### config.mk
export PLATFORM = sky130hd
export DESIGN_NAME = omc_mode_ctrl
export DESIGN_NICKNAME = d
export VERILOG_FILES = /design/src/include/omc_pkg.sv /design/src/rtl/omc_mode_ctrl.sv
export VERILOG_INCLUDE_DIRS = /design/src /design/src/include
export SDC_FILE = /design/constraint.sdc
export NUM_CORES = 1
export LEC_CHECK = 0
export ABC_AREA = 0
export BUFFER_PORTS_ARGS = -buffer_cell sky130_fd_sc_hd__buf_2
export CORE_AREA = 10 10 104 175
export CTS_BUF_LIST = sky130_fd_sc_hd__clkbuf_4 sky130_fd_sc_hd__clkbuf_8
export CTS_CLUSTER_SIZE = 25
export DETAILED_ROUTE_END_ITERATION = 10
export DIE_AREA = 0 0 114 185
export MAX_ROUTING_LAYER = met4
export PLACE_DENSITY = 0.69
export SYNTH_ARGS = -nofsm -noshare
export SYNTH_HDL_FRONTEND = slang
export SYNTH_SLANG_ARGS = --single-unit
### constraint.sdc
create_clock -name clk_sys -period 5.85 [get_ports clk_sys]
set_clock_uncertainty 0.1 [all_clocks]
set_input_delay 0.2925 -clock clk_sys [delete_from_list [all_inputs] [get_ports clk_sys]]
set_output_delay 0.2925 -clock clk_sys [all_outputs]
set_load 0.1 [all_outputs]
### src/include/omc_consts.svh
// constants of the operating mode controller: offsets, fields, resets, timing
// assumes a 50 MHz system clock and a 32-bit AXI4-Lite register port
`ifndef OMC_CONSTS_SVH
`define OMC_CONSTS_SVH

// ----------------------------------------------------------------------------
// register map
// ----------------------------------------------------------------------------
`define OMC_AXI_AW        8
`define OMC_OFS_CTRL      8'h00
`define OMC_OFS_STATUS    8'h04
`define OMC_CTRL_RST      2'h3
`define OMC_RESP_OKAY     2'h0
`define OMC_RESP_SLVERR   2'h2

// ----------------------------------------------------------------------------
// status fields
// ----------------------------------------------------------------------------
`define OMC_ST_MODE_LSB   0
`define OMC_ST_WD_LSB     8
`define OMC_ST_FC_LSB     12
`define OMC_ST_REFRESH    16
`define OMC_ST_LASTOT     17
`define OMC_ST_WDOSENSE   18

// ----------------------------------------------------------------------------
// counts and timing
// ----------------------------------------------------------------------------
`define OMC_FAIL_LIMIT    3'h4
`define OMC_CLK_KHZ       32'd50000
`define OMC_REFRESH_MS    32'd100
`define OMC_OVERTEMP_SHUTDOWN_REFR_S   32'd30
`define OMC_REFRESH_CYC   (`OMC_REFRESH_MS * `OMC_CLK_KHZ)
`define OMC_OVERTEMP_SHUTDOWN_CYC      (`OMC_OVERTEMP_SHUTDOWN_REFR_S * 32'd1000 * `OMC_CLK_KHZ)

`endif

### src/include/omc_pkg.sv
// types of the operating mode controller
// assumes omc_consts.svh on the include path
`include "omc_consts.svh"

package omc_pkg;

  // --------------------------------------------------------------------------
  // modes
  // --------------------------------------------------------------------------
  typedef enum logic [5:0] {
    OMC_OFF    = 6'h01,
    OMC_ACTIVE = 6'h02,
    OMC_DEV    = 6'h04,
    OMC_LOWP   = 6'h08,
    OMC_SAFE   = 6'h10,
    OMC_LATCH  = 6'h20
  } omc_mode_t;

  // --------------------------------------------------------------------------
  // pin inputs and rail controls
  // --------------------------------------------------------------------------
  typedef struct packed {
    logic ignitionRequest;
    logic supplyAboveStart;
    logic supplyOver;
    logic supplyUnder;
    logic overtempShutdown;
    logic pumpUndervoltage;
    logic load1LowCompare;
    logic load1HighCompare;
    logic load2LowCompare;
    logic load2HighCompare;
    logic devEnterThreshold;
    logic devExitThreshold;
    logic lowPowerRequest;
    logic watchdogFaultSense;
  } omc_pins_t;

  typedef struct packed {
    logic stage1Enable;
    logic stage2Enable;
    logic stage1Bypass;
    logic stage2Bypass;
    logic converterLdoEnable;
    logic watchdogEnable;
    logic monitorEnable;
    logic pumpEnable;
    logic powerUpStart;
  } omc_rails_t;

  // --------------------------------------------------------------------------
  // whole state of the controller
  // --------------------------------------------------------------------------
  typedef struct packed {
    omc_mode_t              mode;
    omc_pins_t              sy1;
    omc_pins_t              sy2;
    omc_pins_t              sy3;
    omc_pins_t              flt;
    logic [2:0]             wdCount;
    logic [2:0]             fcCount;
    logic                   refreshOn;
    logic                   lastOtsd;
    logic [31:0]            refreshTimer;
    omc_rails_t             rails;
    logic                   wdoOeN;
    logic [1:0]             regEnable;
    logic                   awHeld;
    logic                   wHeld;
    logic [`OMC_AXI_AW-1:0] awAddr;
    logic [31:0]            wData;
    logic [3:0]             wStrb;
    logic                   awready;
    logic                   wready;
    logic                   bvalid;
    logic [1:0]             bresp;
    logic                   arready;
    logic                   rvalid;
    logic [31:0]            rdata;
    logic [1:0]             rresp;
  } omc_state_t;

endpackage : omc_pkg

### src/rtl/omc_mode_ctrl.sv
// operating mode state machine of a multi-regulator supply device
// assumes comparator and fault levels arrive asynchronously on pins, the
// watchdog unit shares clk_sys, and software uses AXI4-Lite
//
// Overview of operation
// - OFF goes ACTIVE when supply is above start level and ignition request is high.
// - each entry to ACTIVE from OFF or SAFE pulses the regulator power-up start.
// - window pin above enter level: developer mode, watchdog off; below exit: ACTIVE.
// - low power: converter LDO off, regulators bypassed, watchdog and monitoring off.
// - low power is entered only from ACTIVE on the low-power request input.
// - only regulator one: enter on its load-low, leave on its load-high comparator.
// - only regulator two: enter on its load-low, leave on its load-high comparator.
// - both regulators: use regulator one comparators only, both bypasses on.
// - overtemp, supply over/under voltage or pump undervoltage sends ACTIVE to SAFE.
// - SAFE: outputs and watchdog off, monitoring and charge pump on.
// - SAFE is left for ACTIVE only when every failure condition has cleared.
// - LATCH is left only through OFF; otherwise it holds forever.
// - LATCH: everything off and the watchdog fault output driven low.
// - watchdog and thermal/pump failure counters; either reaching 4 latches.
// - each watchdog failure in ACTIVE with no failure condition present adds one to the watchdog failure counter.
// - watchdog counter clears on correct service and in OFF, developer, low power.
// - thermal or pump failure goes SAFE and counts up the thermal/pump counter.
// - on clearing, return ACTIVE, rerun power-up and start the refresh timer.
// - a recurrence inside the refresh interval goes SAFE and counts again.
// - no failure for 100 ms of ACTIVE time, or 30 s of it after overtemp, clears the counter.
`timescale 1ns/100ps
`include "omc_consts.svh"

module omc_mode_ctrl #(
  parameter logic [31:0] REFRESH_CYCLES = `OMC_REFRESH_CYC,
  parameter logic [31:0] OVERTEMP_SHUTDOWN_CYCLES    = `OMC_OVERTEMP_SHUTDOWN_CYC
) (
  // clock and reset
  input  wire logic                   clk_sys,
  input  wire logic                   rst_n,
  // pins and comparators
  input  wire omc_pkg::omc_pins_t     pinsIn,
  // watchdog unit
  input  wire logic                   wdFailPulse,
  input  wire logic                   wdServedPulse,
  input  wire logic                   wdFaultDrive,
  // regulator and monitor controls
  output logic                        wdoOut,
  output logic                        wdoOeN,
  output omc_pkg::omc_rails_t         rails,
  // axi4-lite write
  input  wire logic [`OMC_AXI_AW-1:0] s_axi_awaddr,
  input  wire logic                   s_axi_awvalid,
  output logic                        s_axi_awready,
  input  wire logic [31:0]            s_axi_wdata,
  input  wire logic [3:0]             s_axi_wstrb,
  input  wire logic                   s_axi_wvalid,
  output logic                        s_axi_wready,
  output logic [1:0]                  s_axi_bresp,
  output logic                        s_axi_bvalid,
  input  wire logic                   s_axi_bready,
  // axi4-lite read
  input  wire logic [`OMC_AXI_AW-1:0] s_axi_araddr,
  input  wire logic                   s_axi_arvalid,
  output logic                        s_axi_arready,
  output logic [31:0]                 s_axi_rdata,
  output logic [1:0]                  s_axi_rresp,
  output logic                        s_axi_rvalid,
  input  wire logic                   s_axi_rready
);
  import omc_pkg::*;

  // --------------------------------------------------------------------------
  // state
  // --------------------------------------------------------------------------
  omc_state_t st_reg;
  omc_state_t st_next;
  logic       faultAny;
  logic       hardFault;
  logic       lpEnter;
  logic       lpExit;
  logic [31:0] refreshLimit;

  // bit 0 control word, bit 1 status word
  function automatic logic [1:0] omcDecode(input logic [`OMC_AXI_AW-1:0] a);
    omcDecode = {a == `OMC_OFS_STATUS, a == `OMC_OFS_CTRL};
  endfunction : omcDecode

  // --------------------------------------------------------------------------
  // decoded conditions
  // --------------------------------------------------------------------------
  always_comb begin
    faultAny  = st_reg.flt.overtempShutdown | st_reg.flt.supplyOver |
                st_reg.flt.supplyUnder | st_reg.flt.pumpUndervoltage;
    hardFault = st_reg.flt.overtempShutdown | st_reg.flt.pumpUndervoltage;
    // regulator one comparators whenever it is enabled
    if (st_reg.regEnable[0]) begin
      lpEnter = st_reg.flt.lowPowerRequest & st_reg.flt.load1LowCompare;
      lpExit  = st_reg.flt.load1HighCompare;
    end else begin
      lpEnter = st_reg.flt.lowPowerRequest & st_reg.regEnable[1] &
                st_reg.flt.load2LowCompare;
      lpExit  = st_reg.flt.load2HighCompare;
    end
    lpExit = lpExit | ~st_reg.flt.lowPowerRequest;
    refreshLimit = st_reg.lastOtsd ? OVERTEMP_SHUTDOWN_CYCLES : REFRESH_CYCLES;
  end

  // --------------------------------------------------------------------------
  // next state
  // --------------------------------------------------------------------------
  always_comb begin
    st_next = st_reg;
    st_next.rails.powerUpStart = 1'b0;

    // pin synchronisers: a change counts once stages two and three agree
    st_next.sy1 = pinsIn;
    st_next.sy2 = st_reg.sy1;
    st_next.sy3 = st_reg.sy2;
    for (int i = 0; i < $bits(omc_pins_t); i++) begin
      if (st_reg.sy2[i] == st_reg.sy3[i]) begin
        st_next.flt[i] = st_reg.sy3[i];
      end
    end

    unique case (st_reg.mode)
      OMC_OFF: begin
        st_next.wdCount   = 3'h0;
        st_next.fcCount   = 3'h0;
        st_next.refreshOn = 1'b0;
        if (st_reg.flt.ignitionRequest && st_reg.flt.supplyAboveStart) begin
          st_next.mode               = OMC_ACTIVE;
          st_next.rails.powerUpStart = 1'b1;
        end
      end
      OMC_ACTIVE, OMC_DEV: begin
        if (st_reg.mode == OMC_DEV) begin
          st_next.wdCount = 3'h0;
        end
        if (faultAny) begin
          st_next.mode = OMC_SAFE;
          if (hardFault) begin
            st_next.fcCount   = st_reg.fcCount + 3'h1;
            st_next.lastOtsd  = st_reg.flt.overtempShutdown;
            st_next.refreshOn = 1'b0;
            if (st_next.fcCount >= `OMC_FAIL_LIMIT) begin
              st_next.mode = OMC_LATCH;
            end
          end
        end else if (st_reg.mode == OMC_ACTIVE) begin
          if (st_reg.refreshOn) begin
            st_next.refreshTimer = st_reg.refreshTimer + 32'h1;
            if (st_next.refreshTimer >= refreshLimit) begin
              st_next.fcCount   = 3'h0;
              st_next.refreshOn = 1'b0;
            end
          end
          if (st_reg.flt.devEnterThreshold) begin
            st_next.mode = OMC_DEV;
          end else if (lpEnter) begin
            st_next.mode = OMC_LOWP;
          end
          // a failure in the same cycle as a service still counts
          if (wdFailPulse) begin
            st_next.wdCount = st_reg.wdCount + 3'h1;
            if (st_next.wdCount >= `OMC_FAIL_LIMIT) begin
              st_next.mode = OMC_LATCH;
            end
          end else if (wdServedPulse) begin
            st_next.wdCount = 3'h0;
          end
        end else if (st_reg.flt.devExitThreshold) begin
          st_next.mode = OMC_ACTIVE;
        end
      end
      OMC_LOWP: begin
        st_next.wdCount = 3'h0;
        if (lpExit) begin
          st_next.mode = OMC_ACTIVE;
        end
      end
      OMC_SAFE: begin
        if (!faultAny) begin
          st_next.mode               = OMC_ACTIVE;
          st_next.rails.powerUpStart = 1'b1;
          st_next.refreshOn          = 1'b1;
          st_next.refreshTimer       = 32'h0;
        end
      end
      OMC_LATCH: begin
        st_next.mode = OMC_LATCH;
      end
    endcase

    // losing the ignition request is the only exit from latch
    if (!st_reg.flt.ignitionRequest) begin
      st_next.mode               = OMC_OFF;
      st_next.rails.powerUpStart = 1'b0;
      // a count that reached the limit this cycle must not linger outside latch
      st_next.wdCount            = 3'h0;
      st_next.fcCount            = 3'h0;
    end

    // rail controls follow the mode being entered
    st_next.rails.converterLdoEnable = st_next.mode inside {OMC_ACTIVE, OMC_DEV};
    st_next.rails.watchdogEnable     = st_next.mode == OMC_ACTIVE;
    st_next.rails.monitorEnable =
      st_next.mode inside {OMC_ACTIVE, OMC_DEV, OMC_SAFE};
    st_next.rails.pumpEnable =
      st_next.mode inside {OMC_ACTIVE, OMC_DEV, OMC_LOWP, OMC_SAFE};
    st_next.wdoOeN = ~((st_next.mode == OMC_LATCH) | wdFaultDrive);

    // axi write: address and data in either order, response after both
    if (s_axi_awvalid && st_reg.awready) begin
      st_next.awHeld = 1'b1;
      st_next.awAddr = s_axi_awaddr;
    end
    if (s_axi_wvalid && st_reg.wready) begin
      st_next.wHeld = 1'b1;
      st_next.wData = s_axi_wdata;
      st_next.wStrb = s_axi_wstrb;
    end
    if (st_reg.bvalid && s_axi_bready) begin
      st_next.bvalid = 1'b0;
    end
    if (st_next.awHeld && st_next.wHeld && !st_reg.bvalid) begin
      st_next.awHeld = 1'b0;
      st_next.wHeld  = 1'b0;
      st_next.bvalid = 1'b1;
      st_next.bresp  = `OMC_RESP_SLVERR;
      if (omcDecode(st_next.awAddr) == 2'h1) begin
        st_next.bresp = `OMC_RESP_OKAY;
        if (st_next.wStrb[0]) begin
          st_next.regEnable = st_next.wData[1:0];
        end
      end else if (omcDecode(st_next.awAddr) == 2'h2) begin
        st_next.bresp = `OMC_RESP_OKAY;
      end
    end
    st_next.awready = ~st_next.awHeld & ~st_next.bvalid;
    st_next.wready  = ~st_next.wHeld & ~st_next.bvalid;

    // stage controls use the enables being written, so bypass stays in step
    st_next.rails.stage1Enable = st_next.regEnable[0] &
      (st_next.mode inside {OMC_ACTIVE, OMC_DEV, OMC_LOWP});
    st_next.rails.stage2Enable = st_next.regEnable[1] &
      (st_next.mode inside {OMC_ACTIVE, OMC_DEV, OMC_LOWP});
    st_next.rails.stage1Bypass = st_next.regEnable[0] & (st_next.mode == OMC_LOWP);
    st_next.rails.stage2Bypass = st_next.regEnable[1] & (st_next.mode == OMC_LOWP);

    // axi read
    if (st_reg.rvalid && s_axi_rready) begin
      st_next.rvalid = 1'b0;
    end
    if (s_axi_arvalid && st_reg.arready) begin
      st_next.rvalid = 1'b1;
      st_next.rdata  = 32'h0;
      st_next.rresp  = `OMC_RESP_OKAY;
      if (omcDecode(s_axi_araddr) == 2'h1) begin
        st_next.rdata[1:0] = st_reg.regEnable;
      end else if (omcDecode(s_axi_araddr) == 2'h2) begin
        st_next.rdata[`OMC_ST_MODE_LSB +: 6] = st_reg.mode;
        st_next.rdata[`OMC_ST_WD_LSB +: 3]   = st_reg.wdCount;
        st_next.rdata[`OMC_ST_FC_LSB +: 3]   = st_reg.fcCount;
        st_next.rdata[`OMC_ST_REFRESH]       = st_reg.refreshOn;
        st_next.rdata[`OMC_ST_LASTOT]        = st_reg.lastOtsd;
        st_next.rdata[`OMC_ST_WDOSENSE]      = st_reg.flt.watchdogFaultSense;
      end else begin
        st_next.rresp = `OMC_RESP_SLVERR;
      end
    end
    st_next.arready = ~st_next.rvalid;
  end

  // --------------------------------------------------------------------------
  // state register
  // --------------------------------------------------------------------------
  always_ff @(posedge clk_sys or negedge rst_n) begin
    if (!rst_n) begin
      st_reg           <= '0;
      st_reg.mode      <= OMC_OFF;
      st_reg.regEnable <= `OMC_CTRL_RST;
      st_reg.wdoOeN    <= 1'b1;
    end else begin
      st_reg <= st_next;
    end
  end

  // --------------------------------------------------------------------------
  // outputs
  // --------------------------------------------------------------------------
  assign wdoOut        = 1'b0;
  assign wdoOeN        = st_reg.wdoOeN;
  assign rails         = st_reg.rails;
  assign s_axi_awready = st_reg.awready;
  assign s_axi_wready  = st_reg.wready;
  assign s_axi_bvalid  = st_reg.bvalid;
  assign s_axi_bresp   = st_reg.bresp;
  assign s_axi_arready = st_reg.arready;
  assign s_axi_rvalid  = st_reg.rvalid;
  assign s_axi_rdata   = st_reg.rdata;
  assign s_axi_rresp   = st_reg.rresp;
endmodule : omc_mode_ctrl

==> flow_summary.json <==
{
  "endpoint": "st_reg[134]",
  "hold_viol_final": 0,
  "min_path_type": "in2reg",
  "status": "completed",
  "regToRegStartpoint": "st_reg[99]",
  "comb_power_share": 0.222,
  "finalInstanceArea_mm2": 0.00834,
  "ys_warn_count": 0,
  "drt-initial-drc-count": 358,
  "ys_ff_latch": 149,
  "grt_pass1_vias": 5817,
  "synth_ff_type": "dfrtp_1",
  "cp_num_buf_inv": 1,
  "cts.clk_slew.worst_paths_ps": 90,
  "cts.sinks": 149,
  "rows": 60,
  "cp_common_cell": "nor2_1",
  "startpoint": "st_reg[99]",
  "period_needed_ps": 4040,
  "vias": 5555,
  "largest_register_ffs": 89,
  "drive_gt1_frac": 0.203,
  "grtUsageTotal": 0.170,
  "async_flop_share": 1.00,
  "coreArea_mm2": 0.0153,
  "postPlaceCellArea_mm2": 0.00766,
  "avgViaCountPerCell": 5.69,
  "fin_util": 0.545,
  "p_leak_nw": 3.88,
  "start_kind": "flop",
  "required_ps": 6110,
  "grt_max_degree": 88,
  "syn_avg_cell_area_um2": 10.5,
  "syn_area_mm2": 0.00745,
  "clock_latency_ps": 430,
  "cp.depth": 16,
  "layout.nets": 870,
  "portBuffers": 74,
  "postCtsSetupBuffers": 0,
  "power.density_mw_per_mm2": 321,
  "pwr-share-seq": 0.451,
  "cts_buffers": 17,
  "synth_edf_count": 0,
  "crit_path_end_kind": "flop",
  "ant_nets": 0,
  "period_share": 0.691,
  "setup_viol": 0,
  "clockBufferDepth": 2,
  "place_congestion": 0.917,
  "p_clk_frac": 0.327,
  "synth_cell_type_count": 81,
  "fin_tns_setup_ps": 0,
  "yosysSeqAreaShare": 0.501,
  "gr-total-overflow": 0,
  "crit_arrival_ps": 4310,
  "final-max-slew-violation-count": 0,
  "rsz0062_at_grt": "no",
  "crit_chain": "ha_1 > nand4_1 > nor3_1 > buf_4 > nand2_1 > nor2_1 > nand3_1 > nor2_1 > xor2_1 > ha_1 > or3b_1 > a311oi_1 > a21boi_2 > nor2_1 > nor3_2 > a32o_2",
  "initial_utilization": 0.487,
  "fmax_mhz": 247,
  "switching_share": 0.337,
  "antenna_found_initial": 0,
  "htree_levels": 4,
  "dr.pass1.iters": 6,
  "dieArea_mm2": 0.0211,
  "ios": 128,
  "power.internal_w": 0.00178,
  "drcViolationCount": 0,
  "crit_path_max_fanout": 8,
  "detailed_place_hpwl_um": 12600,
  "switching_power_w": 0.000902,
  "max-vdd-ir-drop_v": 0.000246,
  "cp_top_family": "simple AND/OR/NAND/NOR gates",
  "grt_pass1_wl_um": 28100,
  "r2r_cells": 16,
  "hold_depth": 2,
  "diodes": 0,
  "cts_tree": "yes",
  "wl_per_cell_um": 17.8,
  "max-cap-violations": 0,
  "r2r-end": "st_reg[134]",
  "max_stage_delay_ps": 430,
  "die_w_um": 114,
  "r2r_setup_slack_ps": 1810,
  "worst_slew_pin_slew_ps": 1270,
  "area_delta_synth_final_pct": 11.9,
  "cts_root_buffer": "clkbuf_8",
  "syn_inst": 712,
  "fp.dieH_um": 185,
  "drt-total-wl_um": 17400,
  "slowest_stage": "dfrtp_1",
  "worst-setup-path-type": "reg2reg",
  "max_slew_margin": 0.150
}
power groups by stage:
stage               clock network (W)  registers [W]  logic [W]
detailed placement                  0        0.00123   0.000583
floorplan                           0        0.00128   0.000411
global placement                    0        0.00122   0.000564
global route                 0.000943        0.00122   0.000647
CTS                          0.000901        0.00121   0.000597
finish                       0.000876        0.00121   0.000595
kinds of logic after synthesis:
logic type	count (synthesis)	share of synthesized area
buffers and inverters	94	0.0787
AND/OR/NAND/NOR	241	0.176
adder cells (fa/ha/maj)	30	0.0457
XOR/XNOR	24	0.0282
flip-flops	149	0.501
AO/OA/AOI/OAI	151	0.138
multiplexers	22	0.0321
other	1	0.000503
stage by stage:
| step | total power [W] | cells | hold slack (ps) | setup WS (ps) |
|---|---|---|---|---|
| floorplan | 0.00169 | 731 | -103 | 2390 |
| global placement | 0.00179 | 920 | 232 | 1960 |
| detailed placement | 0.00181 | 920 | 235 | 1900 |
| CTS | 0.00271 | 975 | 0.498 | 1840 |
| global route | 0.00281 | 976 | 4.66 | 1530 |
| finish | 0.00268 | 976 | 19.2 | 1810 |
placed cells by master (no fill, tap or decap), types with 5 or more instances in the layout:
cell,count
nand4_1,12
o21ai_0,59
conb_1,20
inv_1,18
and3_1,16
nor3_1,18
xnor2_1,10
nor3b_1,5
a21oi_1,14
xor2_1,14
a22o_1,24
buf_2,73
nor2b_1,8
buf_4,5
nand2_1,58
clkbuf_8,17
a211oi_1,5
nand3_1,27
o31ai_1,9
ha_1,16
a31oi_1,6
dfrtp_1,145
dlygate4sd3_1,25
mux2i_1,7
mux2_2,15
maj3_1,14
nor2_1,54
metal layers:
metal | routed length (um) | GRT usage
met5 | 0 | -
met4 | 707 | 0.0936
met3 | 693 | 0.0356
met2 | 9720 | 0.305
met1 | 6290 | 0.164
worst min-delay path by stage:
| stage | end | from |
|---|---|---|
| floorplan | rails[0] | rst_n |
| global placement | st_next[166] | st_next[180] |
| detailed placement | st_next[162] | st_next[176] |
| CTS | st_reg[79] | s_axi_awaddr[2] |
| global route | st_reg[46] | s_axi_wdata[1] |
| finish | st_reg[46] | s_axi_wdata[1] |
repair_timing:
item	4_1_cts	5_1_grt
gates resized for setup	0	0
endpoints found under the hold margin	110	1
hold buffers	24	1
synth_stat cells, types with 4 or more instances:
library cell,count,share of area
a211oi_1,5,0.0050
a21oi_1,14,0.0094
a22o_1,24,0.028
a31oi_1,6,0.0050
and3_1,16,0.013
buf_2,6,0.0040
buf_4,47,0.047
buf_6,5,0.0076
clkbuf_1,15,0.0076
dfrtp_1,145,0.49
dfstp_2,4,0.014
ha_1,16,0.027
inv_1,18,0.0091
maj3_1,14,0.019
mux2_2,15,0.023
mux2i_1,7,0.0094
nand2_1,58,0.029
nand3_1,27,0.018
nand4_1,12,0.010
nor2_1,54,0.027
nor2b_1,8,0.0067
nor3_1,18,0.012
nor3b_1,5,0.0050
o21ai_0,60,0.040
o31ai_1,9,0.0091
xnor2_1,10,0.012
xor2_1,14,0.016
final cells by class:
| class | instances | area, um^2 |
|---|---|---|
| Fill cell | 1377 | 6970 |
| Clock buffer | 18 | 241 |
| Clock inverter | 13 | 195 |
| Inverter | 18 | 67.6 |
| Sequential cell | 149 | 3730 |
| Tap cell | 186 | 233 |
| Multi-Input combinational cell | 488 | 3210 |
| Timing Repair Buffer | 104 | 664 |
Note: power is estimated with default switching activity, not from simulation.
